[src/shared/out_latch_regs.vh]
// Constants, register map and timing counts for the output latch and power level block.
// Assumes a 250 MHz sys_clk and a 32-bit AXI4-Lite register port.
`ifndef OUT_LATCH_REGS_VH
`define OUT_LATCH_REGS_VH

`define NUM_LINES        8
`define LEVEL_W          6
`define LEVEL_MAX        6'h39
`define LEVEL_STEPS      58
`define ADC_W            8

// Register byte offsets
`define REG_LATCH_CFG    4'h0
`define REG_PERM_MASK    4'h4
`define REG_STATUS       4'h8
`define REG_LEVEL        4'hc

`define LATCH_CFG_RST    8'h00
`define PERM_MASK_RST    8'hff

// Message gap that ends a stream, in microseconds, and derived cycles
`define RX_TIMEOUT_US    100
`define CLK_MHZ          250
`define RX_TIMEOUT_CYC   (`RX_TIMEOUT_US * `CLK_MHZ)
// Clocks waited after reset release before level capture, past the synchroniser
`define LEVEL_SETTLE     2'b11

`define RESP_OKAY        2'b00
`define RESP_SLVERR      2'b10

`endif

[src/logic/level_quant.v]
// Maps an ADC reading of the level divider to a clamped level code.
// Assumes the reading is already in the sys_clk domain.
`timescale 1ns/10ps
`include "out_latch_regs.vh"
module level_quant (
    // Measurement
    input  wire [`ADC_W-1:0]   adc_code,
    // Level code
    output wire [`LEVEL_W-1:0] level_code
);
    // Scale full range onto 0..57: code = adc*58/256
    wire [15:0] prod;
    wire [7:0]  scaled;

    assign prod       = adc_code * 8'd58;
    assign scaled     = prod[15:8];
    // Clamp keeps the code inside 0..57 even for an out-of-range scale
    assign level_code = (scaled > {2'b00, `LEVEL_MAX}) ? `LEVEL_MAX
                                                       : scaled[`LEVEL_W-1:0];
endmodule // level_quant

[src/logic/out_latch_ctrl.v]
// Status output latch/momentary control, power-down gating and level hold.
// Assumes validated control messages arrive as a strobe with a line mask,
// and the level divider is digitised by an external converter.
`timescale 1ns/10ps
`include "out_latch_regs.vh"
module out_latch_ctrl (
    // Clock and reset
    input  wire                   sys_clk,
    input  wire                   nrst,
    // Pins
    input  wire                   latch_all_pin,
    input  wire                   power_down_n_pin,
    input  wire [`ADC_W-1:0]      tx_level_setting_input,
    // Received control message from the initiating_unit
    input  wire                   msg_valid,
    input  wire [`NUM_LINES-1:0]  msg_lines,
    input  wire [`NUM_LINES-1:0]  msg_perm,
    // Outputs
    output reg  [`NUM_LINES-1:0]  status_out,
    output reg  [`LEVEL_W-1:0]    tx_level,
    output reg                    powered_down,
    // AXI4-Lite slave
    input  wire [3:0]             s_axi_awaddr,
    input  wire                   s_axi_awvalid,
    output reg                    s_axi_awready,
    input  wire [31:0]            s_axi_wdata,
    input  wire [3:0]             s_axi_wstrb,
    input  wire                   s_axi_wvalid,
    output reg                    s_axi_wready,
    output reg  [1:0]             s_axi_bresp,
    output reg                    s_axi_bvalid,
    input  wire                   s_axi_bready,
    input  wire [3:0]             s_axi_araddr,
    input  wire                   s_axi_arvalid,
    output reg                    s_axi_arready,
    output reg  [31:0]            s_axi_rdata,
    output reg  [1:0]             s_axi_rresp,
    output reg                    s_axi_rvalid,
    input  wire                   s_axi_rready
);
    localparam N = `NUM_LINES;

    // ****************************************
    // Pin synchronisers
    // ****************************************
    wire              latch_all_s;
    wire              pwr_n_s;
    wire [`ADC_W-1:0] adc_s;
    wire [`LEVEL_W-1:0] level_q;

    sync2 #(.W(2)) u_sync_ctl (
        .sys_clk (sys_clk),
        .nrst    (nrst),
        .d       ({latch_all_pin, power_down_n_pin}),
        .q       ({latch_all_s, pwr_n_s})
    );

    sync2 #(.W(`ADC_W)) u_sync_adc (
        .sys_clk (sys_clk),
        .nrst    (nrst),
        .d       (tx_level_setting_input),
        .q       (adc_s)
    );

    level_quant u_quant (
        .adc_code   (adc_s),
        .level_code (level_q)
    );

    // ****************************************
    // Configuration registers
    // ****************************************
    reg [N-1:0] latch_cfg_r;
    reg [N-1:0] perm_mask_r;
    reg         level_taken_r;
    reg [1:0]   settle_r;
    reg         pwr_prev_r;

    // Latched line set: per-line choice, overridden by latch-all pin
    wire [N-1:0] latched_mode = latch_all_s ? {N{1'b1}} : latch_cfg_r;
    // Lines this sender may control: message mask and local mask
    wire [N-1:0] allowed = msg_perm & perm_mask_r;
    wire [N-1:0] cmd     = msg_lines & allowed;
    wire         run     = pwr_n_s;
    wire         wake    = pwr_n_s & ~pwr_prev_r;

    // ****************************************
    // Stream tracking and timeout
    // ****************************************
    reg [14:0] gap_cnt_r;
    reg        stream_r;
    reg [N-1:0] armed_r;
    // Any valid message while powered up restarts the gap; the stream ends one timeout later
    wire        gap_done = ({17'h0, gap_cnt_r} == (`RX_TIMEOUT_CYC - 1));

    always @(posedge sys_clk) begin
        if (!nrst) begin
            gap_cnt_r <= 15'h0000;
            stream_r  <= 1'b0;
        end else if (!run) begin
            gap_cnt_r <= 15'h0000;
            stream_r  <= 1'b0;
        end else if (msg_valid) begin
            gap_cnt_r <= 15'h0000;
            stream_r  <= 1'b1;
        end else if (stream_r) begin
            if (gap_done) begin
                stream_r <= 1'b0;
            end else begin
                gap_cnt_r <= gap_cnt_r + 15'h0001;
            end
        end
    end

    // ****************************************
    // Status outputs
    // ****************************************
    reg [N-1:0] mom_r;
    reg [N-1:0] lat_r;
    reg [N-1:0] mom_nxt;
    reg [N-1:0] lat_nxt;
    reg [N-1:0] armed_nxt;
    integer i;

    always @* begin
        mom_nxt   = mom_r;
        lat_nxt   = lat_r;
        armed_nxt = armed_r;
        for (i = 0; i < N; i = i + 1) begin
            if (msg_valid) begin
                mom_nxt[i] = cmd[i];
                if (cmd[i] && armed_r[i]) begin
                    lat_nxt[i]   = ~lat_r[i];
                    armed_nxt[i] = 1'b0;
                end
            end else if (!stream_r) begin
                mom_nxt[i]   = 1'b0;
                armed_nxt[i] = 1'b1;
            end
            // A line enters latched mode low, never from a stale toggle
            if (!latched_mode[i]) begin
                lat_nxt[i] = 1'b0;
            end
        end
    end

    // Each line shows its latched or its momentary state
    wire [N-1:0] status_nxt = (latched_mode & lat_nxt) | (~latched_mode & mom_nxt);

    always @(posedge sys_clk) begin
        if (!nrst) begin
            mom_r      <= {N{1'b0}};
            lat_r      <= {N{1'b0}};
            armed_r    <= {N{1'b1}};
            status_out <= {N{1'b0}};
        end else begin
            if (!run || wake) begin
                mom_r      <= {N{1'b0}};
                lat_r      <= {N{1'b0}};
                armed_r    <= {N{1'b1}};
                status_out <= {N{1'b0}};
            end else begin
                mom_r      <= mom_nxt;
                lat_r      <= lat_nxt;
                armed_r    <= armed_nxt;
                status_out <= status_nxt;
            end
        end
    end

    // ****************************************
    // Power state
    // ****************************************
    // Bus stays alive while down; status_out, the line state and the stream tracking return to their reset values
    always @(posedge sys_clk) begin
        if (!nrst) begin
            pwr_prev_r   <= 1'b0;
            powered_down <= 1'b1;
        end else begin
            pwr_prev_r   <= pwr_n_s;
            powered_down <= ~run;
        end
    end

    // ****************************************
    // Power-up level capture
    // ****************************************
    // Waits three cycles after release so the synchronised reading is fresh
    // Read once only: a new divider setting needs another reset
    always @(posedge sys_clk) begin
        if (!nrst) begin
            level_taken_r <= 1'b0;
            settle_r      <= 2'b00;
            tx_level      <= `LEVEL_MAX;
        end else if (!level_taken_r) begin
            if (settle_r == `LEVEL_SETTLE) begin
                tx_level      <= level_q;
                level_taken_r <= 1'b1;
            end else begin
                settle_r <= settle_r + 2'b01;
            end
        end
    end

    // ****************************************
    // AXI4-Lite slave
    // ****************************************
    reg [3:0]  aw_r;
    reg        aw_have_r;
    reg [31:0] w_r;
    reg [3:0]  ws_r;
    reg        w_have_r;
    wire       do_wr = aw_have_r && w_have_r && !s_axi_bvalid;
    wire [7:0] wbyte = ws_r[0] ? w_r[7:0] : 8'h00;

    always @(posedge sys_clk) begin
        if (!nrst) begin
            s_axi_awready <= 1'b1;
            s_axi_wready  <= 1'b1;
            s_axi_bvalid  <= 1'b0;
            s_axi_bresp   <= `RESP_OKAY;
            aw_have_r     <= 1'b0;
            w_have_r      <= 1'b0;
            aw_r          <= 4'h0;
            w_r           <= 32'h00000000;
            ws_r          <= 4'h0;
        end else begin
            if (s_axi_awvalid && s_axi_awready) begin
                aw_r          <= s_axi_awaddr;
                aw_have_r     <= 1'b1;
                s_axi_awready <= 1'b0;
            end
            if (s_axi_wvalid && s_axi_wready) begin
                w_r          <= s_axi_wdata;
                ws_r         <= s_axi_wstrb;
                w_have_r     <= 1'b1;
                s_axi_wready <= 1'b0;
            end
            if (do_wr) begin
                aw_have_r    <= 1'b0;
                w_have_r     <= 1'b0;
                s_axi_bvalid <= 1'b1;
                s_axi_bresp  <= `RESP_OKAY;
                case (aw_r)
                    `REG_LATCH_CFG,
                    `REG_PERM_MASK,
                    `REG_STATUS,
                    `REG_LEVEL: ;
                    default: s_axi_bresp <= `RESP_SLVERR;
                endcase
            end
            if (s_axi_bvalid && s_axi_bready) begin
                s_axi_bvalid  <= 1'b0;
                s_axi_awready <= 1'b1;
                s_axi_wready  <= 1'b1;
            end
        end
    end

    // Config registers hold the low byte lane only
    wire       wr_cfg  = do_wr && (aw_r == `REG_LATCH_CFG) && ws_r[0];
    wire       wr_mask = do_wr && (aw_r == `REG_PERM_MASK) && ws_r[0];

    always @(posedge sys_clk) begin
        if (!nrst) begin
            latch_cfg_r <= `LATCH_CFG_RST;
            perm_mask_r <= `PERM_MASK_RST;
        end else begin
            if (wr_cfg) begin
                latch_cfg_r <= wbyte;
            end
            if (wr_mask) begin
                perm_mask_r <= wbyte;
            end
        end
    end

    // Read word decoded ahead of the flop so the bus outputs stay registered
    reg [31:0] rdata_nxt;
    reg [1:0]  rresp_nxt;

    always @* begin
        rdata_nxt = 32'h00000000;
        rresp_nxt = `RESP_OKAY;
        case (s_axi_araddr)
            `REG_LATCH_CFG: rdata_nxt = {24'h000000, latch_cfg_r};
            `REG_PERM_MASK: rdata_nxt = {24'h000000, perm_mask_r};
            `REG_STATUS:    rdata_nxt = {21'h0, powered_down, latch_all_s,
                                         stream_r, status_out};
            `REG_LEVEL:     rdata_nxt = {25'h0, level_taken_r, tx_level};
            default:        rresp_nxt = `RESP_SLVERR;
        endcase
    end

    always @(posedge sys_clk) begin
        if (!nrst) begin
            s_axi_arready <= 1'b1;
            s_axi_rvalid  <= 1'b0;
            s_axi_rdata   <= 32'h00000000;
            s_axi_rresp   <= `RESP_OKAY;
        end else if (s_axi_arvalid && s_axi_arready) begin
            s_axi_arready <= 1'b0;
            s_axi_rvalid  <= 1'b1;
            s_axi_rdata   <= rdata_nxt;
            s_axi_rresp   <= rresp_nxt;
        end else if (s_axi_rvalid && s_axi_rready) begin
            s_axi_rvalid  <= 1'b0;
            s_axi_arready <= 1'b1;
        end
    end
endmodule // out_latch_ctrl

[src/logic/sync2.v]
// Two-flop synchroniser for pin inputs.
// Assumes asynchronous inputs into the sys_clk domain.
`timescale 1ns/10ps
module sync2 #(
    parameter W = 1
) (
    // Clock and reset
    input  wire         sys_clk,
    input  wire         nrst,
    // Data
    input  wire [W-1:0] d,
    output reg  [W-1:0] q
);
    reg [W-1:0] meta_r;

    always @(posedge sys_clk) begin
        if (!nrst) begin
            meta_r <= {W{1'b0}};
            q      <= {W{1'b0}};
        end else begin
            meta_r <= d;
            q      <= meta_r;
        end
    end
endmodule // sync2

[config.mk]
export PLATFORM = sky130hd
export DESIGN_NAME = out_latch_ctrl
export DESIGN_NICKNAME = d
export VERILOG_FILES = /design/src/logic/level_quant.v /design/src/logic/out_latch_ctrl.v /design/src/logic/sync2.v
export VERILOG_INCLUDE_DIRS = /design/src /design/src/shared
export SDC_FILE = /design/constraint.sdc
export NUM_CORES = 1
export LEC_CHECK = 0
export ABC_AREA = 1
export BUFFER_PORTS_ARGS = -buffer_cell sky130_fd_sc_hd__buf_4
export CAP_MARGIN = 10
export CORE_MARGIN = 8
export CORE_UTILIZATION = 34
export CTS_CLUSTER_DIAMETER = 60
export DETAILED_ROUTE_END_ITERATION = 6
export PLACE_DENSITY = 0.66
export SLEW_MARGIN = 25
export SYNTH_ARGS = -nofsm -noshare
export SYNTH_HDL_FRONTEND = slang
export SYNTH_SLANG_ARGS = --single-unit
[constraint.sdc]
create_clock -name sys_clk -period 2.95 [get_ports sys_clk]
set_input_delay 0.59 -clock sys_clk [delete_from_list [all_inputs] [get_ports sys_clk]]
set_output_delay 0.59 -clock sys_clk [all_outputs]
set_load 0.02 [all_outputs]
# After elaboration in Yosys (flattened, before gate mapping)
# Index checks and enable logic that the tools add are counted.
# word_totals
latchBits	0
ramBits	0
rom_bits	0
ff_bits	151
memories	0
# op_classes
magnitude_cmp	1
div	0
shifts	0
muxes	72
n_mul	1
bitwise	21
reduce_logical	43
addsub	2
eq_ne	17
# op_table
operator	n
1-bit 2-to-1 mux	66
11-bit one-hot mux with 4 select lines	1
8-bit bitwise AND	4
2-bit AND reduction	12
1-bit logical AND	19
4-bit equality test, second input constant	4
8-bit 2-to-1 mux	2
2-bit by 1-bit inequality test with 1-bit output, second input constant	8
15-bit by 1-bit adder with 15-bit output, second input constant	1
15-bit equality test, second input constant	1
1-bit inverter	14
8-bit by 5-bit multiplier with 13-bit output, second input constant	1
4-bit by 3-bit equality test with 1-bit output, second input constant	2
4-bit zero test	2
8-bit inverter	1
8-bit bitwise OR	1
4-bit OR reduction	2
6-bit > comparator, second input constant	1
6-bit 2-to-1 mux	1
2-bit OR reduction	3
2-bit 2-to-1 mux	2
3-bit OR reduction	1
2-bit by 1-bit adder with 2-bit output, second input constant	1
2-bit equality test, second input constant	1
other kinds (5)	6

# Depth between registers and ports, before layout
# Gate-level depths: netlist of the first run.
# depth
ltp_word	8
ltp_mapped	21
depth_no_buf	21

# Cells and area by module
# From an unflattened synthesis of the first run, not the netlist that was laid out.
# unflattened
hier_cells	862
hier_area_um2	6381.1
# modules_own_cells
module	area_each_um2	n_inst	seq_area_each_um2	cells_per_inst
out_latch_ctrl	4780.8	1	2162.1	653
level_quant	1006.0	1	0.0	147
sync2 (u_sync_adc)	484.2	1	320.3	50
sync2 (u_sync_ctl)	110.1	1	80.1	12

# Least setup slack after synthesis of the first run
# Ideal clock, no wire load.
# synth_path
kind	flip-flop to flip-flop
startpoint	register u_sync_adc.q[5]
endpoint	register tx_level[0]
t_required_ns	2.835
arrival_time_ns	3.024
path_stages_with_launch	19
path_slack_ns	-0.189
period_less_slack_ns	3.139
path_cell_list	dfxtp_1 -> inv_1 -> fa_1 -> inv_1 -> ha_1 -> inv_1 -> fa_1 -> inv_1 -> ha_1 -> nand2_1 -> nor2_1 -> nand2_1 -> nand3_1 -> xor2_1 -> nand2_1 -> nand3_1 -> nand2_1 -> nand2_1 -> nand2_1
# synth_between
elab_chain_len	3
# synth_rtl
element	line	rtl
from (decl)	sync2.v:12	output reg [W-1:0] q
from (signal assigned)	sync2.v:19	q <= {W{1'b0}};
from (signal assigned)	sync2.v:22	q <= meta_r;
8-bit by 5-bit multiplier with 13-bit output *	level_quant.v:15	assign prod = adc_code * 8'd58;
6-bit > comparator	level_quant.v:18	assign level_code = (scaled > {2'b00, `LEVEL_MAX}) ? `LEVEL_MAX
6-bit 2-to-1 mux *	level_quant.v:18	
to (signal assigned)	out_latch_ctrl.v:194	tx_level <= `LEVEL_MAX;
to (signal assigned)	out_latch_ctrl.v:197	tx_level <= level_q;
to (decl)	out_latch_ctrl.v:20	output reg [`LEVEL_W-1:0] tx_level,
# Mark *: on every way between the ends. The rest lies on a longest branch, timed or not.
# A chain may end at the register's enable or synchronous reset.

# Worst setup path after layout of the first run
# layout_path
startpoint	register u_sync_adc.q[3]
endpoint	register tx_level[5]
# Same word-level chain as after synthesis.

==> summary.txt, run 1 <==
Clocking
  • TritonCTS clock tree: built
  • CTS max path bufs: 2
  • Clock latency on the worst-skew pair: 0.41 ns
  • CTS Sinks: 128
  • H-tree levels: 4
  • CTS Buf Count: 17
  • Clock Root Buffer: clkbuf_16
  • Clock slew at reported path FFs: 0.06 ns
  • Hold bufs inserted after CTS: 0

Status
  • Outcome: complete, but fails checks
  • Failing checks: setup timing

Pwr
  • Pleak: 3.55 nW
  • Worst VDD drop: 328 uV
  • Power density cells: 557 mW/mm2

Timing
  • Worst Slack Setup Final: -0.142 ns
  • Count of final setup violators: 5
  • Fmax achieved: 0.323 GHz
  • Slew Limit Fails: 0
  • Worst Tran Pin Value: 0.707 ns
  • Tmin final: 3.09 ns
  • Fin crit share: 105%
  • Final hold violation count: 0
  • Total negative slack: -0.536 ns
  • Relative slew slack: 52.7%
  • Worst hold slack: 0.364 ns
  • Clk_skew: 0.0142 ns
  • Setup repair after global routing missed its margin: yes

Synth
  • Synth top cells by count: nand2_1, dfxtp_1, inv_1, a21oi_1, o21ai_0
  • #FFs+latches synth: 128
  • Post-synth design cell area: 0.00609 mm2
  • Distinct cells, synth: 41
  • Mean Syn Cell Area: 7.76 um2
  • Top FF cell, synth: dfxtp_1
  • Ys Warns: 0
  • Register area share after synthesis: 42.1%
  • Top area cells in the synthesized netlist: dfxtp_1, nand2_1, inv_1, ha_1, a21oi_1
  • Async set or reset register ratio after synthesis: 0%
  • Share of the synthesized area in the top cell type: 42.1%
  • Largest area contributor in the netlist: dfxtp_1
  • Post-synth EDFFs: 0
  • Count leader, synth: nand2_1
  • Post-Synthesis Cells: 785

Min path
  • Hold Startpoint: tx_level_setting_input[1]
  • Hold/Removal Path Class: in -> reg

Global routing
  • Initial antenna violation count: 0
  • Vias in the first global route: 5105
  • Largest net degree at the start of global routing: 34
  • Gr usage total: 13.8%
  • GRT overflow: 0
  • First-pass GRT wire length: 24600 um

Detailed routing
  • DR iter-0 viols: 259
  • Vias per cell: 4.59
  • Drt pass-1 iters: 4
  • Drt total wl: 15100 um
  • Via count: 5177
  • Avg WL per Cell: 13.4 um
  • DRC viols: 0
  • Antenna viol nets, final: 0

Floorplan
  • Core outline area: 0.0178 mm2
  • Rows: 49
  • Initial Utilization: 34.3%
  • Die height: 150 um
  • Io pins: 134
  • Die Width: 150 um
  • Die area: 0.0225 mm2

Layout
  • Max FFs per register: 15
  • Net count, final: 1000
  • # fillers: 1803
  • Area delta synth->final: 25.5%
  • Largest regs: gap_cnt_r: 15 flops, s_axi_rdata: 11 flops
  • ANT cells: 0
  • Share of cells above drive strength 1: 22.4%
  • Largest Register: gap_cnt_r

Run
  • Max Cap Violations: 0

Placement
  • Post-DP HPWL: 11400 um
  • # port buffers: 83
  • RD Place Congestion: 0.868

Worst setup path
  • Max stage delay on crit path: 0.54 ns
  • Worst path most repeated cell: nand2_2
  • Max stage delay cell, worst path: fa_1
  • Max Fanout on Critical Path: 4
  • CP Launch Type: flip-flop
  • Crit path from: u_sync_adc.q[3]
  • Crit-path leading delay family: adder cells
  • Buffers and inverters on the worst path: 7
  • Cell Chain, Critical Path: inv_4, fa_1, inv_2, ha_4, inv_2, fa_1, inv_2, ha_4, nand2_4, inv_2, nand2_2, nand2_2, nand2_2, nand3_2, nand2_2, nand2_2, buf_4, buf_4, o21ai_0
  • Crit Reg-Reg Startpoint: u_sync_adc.q[3]
  • WP data required: 3.29 ns
  • Critical path class: reg -> reg
  • Critical path endpoint category: flip-flop
  • WP data arrival: 3.43 ns
==> worst paths after layout <==
kind | to | cells after the start | slack [ns]
max reg2reg | tx_level[5] | 19 | -0.14
min | u_sync_adc.meta_r[1] | 3 | 0.36
min reg2reg | u_sync_adc.q[4] | 2 | 0.40
max | tx_level[5] | 19 | -0.14
==> timing repair <==
| item | 4_1_cts | 5_1_grt |
|---|---|---|
| pin swaps | 28 | 20 |
| setup buffers | 3 | 1 |
| endpoints found under the setup margin | 4 | 6 |
| resized for setup | 30 | 15 |
==> placed cells by master (no fill, tap or decap), types with 4 or more instances in the layout <==
cell type / n
nand3_2: 4
clkinvlp_4: 4
ha_1: 22
nor3_1: 6
o21ai_0: 47
ha_4: 4
nand2_2: 18
or3b_1: 6
nand2_1: 183
fa_1: 10
xnor2_1: 7
o2111ai_1: 7
o211ai_1: 9
nor3_2: 6
a21oi_2: 8
nand4_1: 11
a21oi_1: 62
buf_4: 102
nor2_1: 41
conb_1: 23
clkbuf_16: 17
nand3_1: 18
xor2_1: 7
inv_2: 12
dfxtp_1: 123
dfxtp_2: 4
inv_1: 97
==> logic make-up (layout without fill, tap and decap cells) <==
kind of cell	Yosys count	after routing	share of synthesized area, %
flops	128	128	42.1
compound gates	139	139	12.9
other cells	1	23	0.0615
fa+ha+maj	36	36	8.62
xor+xnor	15	15	2.16
buf+inv	156	247	11.5
simple gates	310	310	22.8
==> power breakdown <==
| group | total [mW] | internal (mW) | leakage (nW) | switching (mW) |
|---|---|---|---|---|
| Combinational | 0.553 | 0.227 | 2.25 | 0.326 |
| Clock | 1.85 | 1.11 | 0.248 | 0.743 |
| Sequential | 1.85 | 1.80 | 1.05 | 0.0500 |
==> stage by stage <==
step | utilization [%] | worst slack (ns) | power (mW) | cell area (um2) | std cells
detailed placement | 39.2 | -0.164 | 2.41 | 6970 | 1092
CTS | 42.7 | -0.0807 | 4.29 | 7590 | 1126
global placement | 39.2 | -0.160 | 2.40 | 6970 | 1092
finish | 43.0 | -0.142 | 4.26 | 7640 | 1127
global route | 43.0 | -0.260 | 4.46 | 7640 | 1127
floorplan | - | 0.000222 | 2.22 | 6210 | 807
==> layer usage <==
layer,up-vias,wire [um],track usage [%]
li1,2665,-,-
met1,2383,6120,15.3
met2,107,7720,24.5
met3,22,891,3.57
met4,0,359,5.90
met5,-,0,0
==> final cells by class <==
cell class	count	area, um2	area share [%]
clock buffers	22	464	6.07
clock inverters	9	62.6	0.818
inverters	113	427	5.58
flip-flops and latches	128	2570	33.6
repair buffers	103	777	10.2
well taps	229	287	3.75
multi-input cells	523	3060	40.0
==> worst register-to-register path: stages, from the launching register on <==
cell	delay (ns)
dfxtp_2	0.35
inv_4	0.05
fa_1	0.55
inv_2	0.05
ha_4	0.25
inv_2	0.03
fa_1	0.51
inv_2	0.05
ha_4	0.26
nand2_4	0.09
inv_2	0.04
nand2_2	0.08
nand2_2	0.07
nand2_2	0.07
nand3_2	0.06
nand2_2	0.08
nand2_2	0.08
buf_4	0.13
buf_4	0.12
o21ai_0	0.13
Power figures use the tool's default switching activity.
==> inputs of run 2 (changes only) <==
- CORE_MARGIN: 8 -> 3
- CORE_UTILIZATION: 34 -> 49
- PLACE_DENSITY: 0.66 -> 0.86
==> run 2 against run 1 <==
  * The run still ends with setup timing left
  * Hold slack got worse by 0.0035 ns
  * Combinational power increased by 2%
  * Sequential cell count unchanged
  * Via count increased by 6.3%
  * Utilization increased by 20 points
  * Worst setup slack got worse by 0.13 ns
  * Clock skew decreased by 0.0057 ns
  * Die area decreased by 39%
  * Final cell count decreased by 5.8%
==> summary.txt, run 2 (same netlist as run 1, synthesis figures left out) <==
Status
  • Outcome: complete, but fails checks (unchanged)
  • Failing checks: setup timing (unchanged)

Layout
  • Largest regs: gap_cnt_r: 15 flops, s_axi_rdata: 11 flops (unchanged)
  • Largest Register: gap_cnt_r (unchanged)
  • Most frequent cells in the layout: nand2_1, dfxtp_1, buf_4 (unchanged)
  • Max FFs per register: 15 (unchanged)
  • Share of cells above drive strength 1: 22.5% (was 22.4%)
  • Area delta synth->final: 24.0% (was 25.5%)
  • Commonest non-fill, non-tap cell in the layout: nand2_1 (unchanged)
  • ANT cells: 0 (unchanged)
  • Net count, final: 995 (was 1000)

Floorplan
  • Initial Utilization: 50.5% (was 34.3%)
  • Die area: 0.0138 mm2 (was 0.0225 mm2)
  • Core outline area: 0.0121 mm2 (was 0.0178 mm2)
  • Die Width: 118 um (was 150 um)
  • Io pins: 134 (unchanged)
  • Rows: 40 (was 49)
  • Die height: 118 um (was 150 um)

Min path
  • Hold depth: 3 (unchanged)
  • Hold Startpoint: tx_level_setting_input[4] (was tx_level_setting_input[1])
  • Hold/Removal Path Class: in -> reg (unchanged)

Global routing
  • Vias in the first global route: 5227 (was 5105)
  • First-pass GRT wire length: 24600 um (about the same)
  • Largest net degree at the start of global routing: 59 (was 34)
  • Gr usage total: 21.8% (was 13.8%)
  • GRT overflow: 0 (unchanged)
  • Initial antenna violation count: 0 (unchanged)

Timing
  • Worst Tran Pin Value: 0.658 ns (was 0.707 ns)
  • Slew Limit Fails: 0 (unchanged)
  • Setup repair after global routing missed its margin: yes (unchanged)
  • Count of final setup violators: 6 (was 5)
  • Tmin final: 3.22 ns (was 3.09 ns)
  • Relative slew slack: 56.0% (was 52.7%)
  • Fmax achieved: 0.311 GHz (was 0.323 GHz)
  • Worst hold slack: 0.361 ns (was 0.364 ns)
  • Clk_skew: 0.00842 ns (was 0.0142 ns)
  • Total negative slack: -0.964 ns (was -0.536 ns)
  • Final hold violation count: 0 (unchanged)
  • Fin crit share: 109% (was 105%)
  • Worst Slack Setup Final: -0.267 ns (was -0.142 ns)

Detailed routing
  • Via count: 5503 (was 5177)
  • Avg WL per Cell: 14.6 um (was 13.4 um)
  • Vias per cell: 5.18 (was 4.59)
  • DR iter-0 viols: 502 (was 259)
  • Drt total wl: 15500 um (was 15100 um)
  • Drt pass-1 iters: 6 (was 4)
  • Antenna viol nets, final: 0 (unchanged)
  • DRC viols: 0 (unchanged)

Worst setup path
  • CP Depth: 20 (was 19)
  • WP data arrival: 3.52 ns (was 3.43 ns)
  • Crit Reg-Reg Startpoint: u_sync_adc.q[3] (unchanged)
  • R2R depth: 20 (was 19)
  • CP Launch Type: flip-flop (unchanged)
  • Max stage delay on crit path: 0.53 ns (was 0.54 ns)
  • Max stage delay cell, worst path: fa_1 (unchanged)
  • Buffers and inverters on the worst path: 5 (was 7)
  • Max Fanout on Critical Path: 4 (unchanged)
  • WP data required: 3.25 ns (was 3.29 ns)
  • Cell Chain, Critical Path: inv_4, fa_1, inv_1, ha_1, inv_2, fa_1, inv_2, ha_4, nand2_2, nand2_2, inv_2, nor2_2, nor2_2, nand2_1, nand2_1, nand2_2, nor2_2, nand3_2, nand2_1, a21oi_1 (was inv_4, fa_1, inv_2, ha_4, inv_2, fa_1, inv_2, ha_4, nand2_4, inv_2, nand2_2, nand2_2, nand2_2, nand3_2, nand2_2, nand2_2, buf_4, buf_4, o21ai_0)
  • Crit-path leading delay family: adder cells (unchanged)
  • Critical path endpoint category: flip-flop (unchanged)
  • Crit path from: u_sync_adc.q[3] (unchanged)
  • Critical path class: reg -> reg (unchanged)

Placement
  • # port buffers: 83 (unchanged)
  • Post-DP HPWL: 10300 um (was 11400 um)
  • RD Place Congestion: 0.860 (was 0.868)
  • DP Worst Slack: -0.204 ns (was -0.164 ns)

Pwr
  • Worst VDD drop: 390 uV (was 328 uV)
  • Pleak: 3.54 nW (was 3.55 nW)
  • Power density cells: 575 mW/mm2 (was 557 mW/mm2)

Run
  • Max Cap Violations: 0 (unchanged)

Clocking
  • TritonCTS clock tree: built (unchanged)
  • CTS max path bufs: 2 (unchanged)
  • Clock slew at reported path FFs: 0.06 ns (about the same)
  • CTS Buf Count: 17 (unchanged)
  • H-tree levels: 4 (unchanged)
  • Clock Root Buffer: clkbuf_16 (unchanged)
  • CTS Sinks: 128 (unchanged)
  • Clock latency on the worst-skew pair: 0.42 ns (was 0.41 ns)
  • Hold bufs inserted after CTS: 0 (unchanged)
[run 2: repair_timing]
action | in CTS | in global routing
setup buffers | 0 | 2
resized for setup | 12 | 39
endpoints found under the setup margin | 4 | 6
pin swaps | 12 | 28
[run 2: report_power, final]
group / internal, mW / switching, mW
logic: 0.221 / 0.341
registers: 1.80 / 0.0512
clock network: 1.18 / 0.751
total: 3.20 / 1.14
[run 2: path summary, 6_finish.rpt]
check	endpoint	slack, ns
max	tx_level[2]	-0.27
min	u_sync_adc.meta_r[4]	0.36
max reg2reg	tx_level[2]	-0.27
min reg2reg	u_sync_adc.q[2]	0.41
[run 2: metrics by stage]
stage	area [um2]	total power, mW	utilization (%)	cells
finish	7560	4.35	62.6	1062
floorplan	6210	2.22	-	807
global placement	6870	2.37	57.0	1028
global route	7560	4.49	62.6	1062
detailed placement	6870	2.40	57.0	1028
CTS	7440	4.31	61.7	1060
[run 2: worst reg2reg max path: stages (launching register included)]
cell	delay, ns
dfxtp_2	0.35
inv_4	0.05
fa_1	0.53
inv_1	0.05
ha_1	0.29
inv_2	0.04
fa_1	0.51
inv_2	0.05
ha_4	0.26
nand2_2	0.06
nand2_2	0.05
inv_2	0.07
nor2_2	0.05
nor2_2	0.16
nand2_1	0.09
nand2_1	0.09
nand2_2	0.07
nor2_2	0.10
nand3_2	0.11
nand2_1	0.08
a21oi_1	0.06
[run 2: layout make-up]
| cell class | instances | area (um2) |
|---|---|---|
| fillers | 938 | 4510 |
| multi-input cells | 523 | 3070 |
| flip-flops and latches | 128 | 2570 |
| repair buffers | 98 | 736 |
| clock buffers | 23 | 458 |
| inverters | 113 | 427 |
| well taps | 168 | 210 |
| clock inverters | 9 | 85.1 |
[run 2: per-layer routing]
layer,wire length [um],track usage (%)
met1,6220,26.0
met2,7940,38.0
met3,945,5.77
met4,348,7.84
met5,0,0
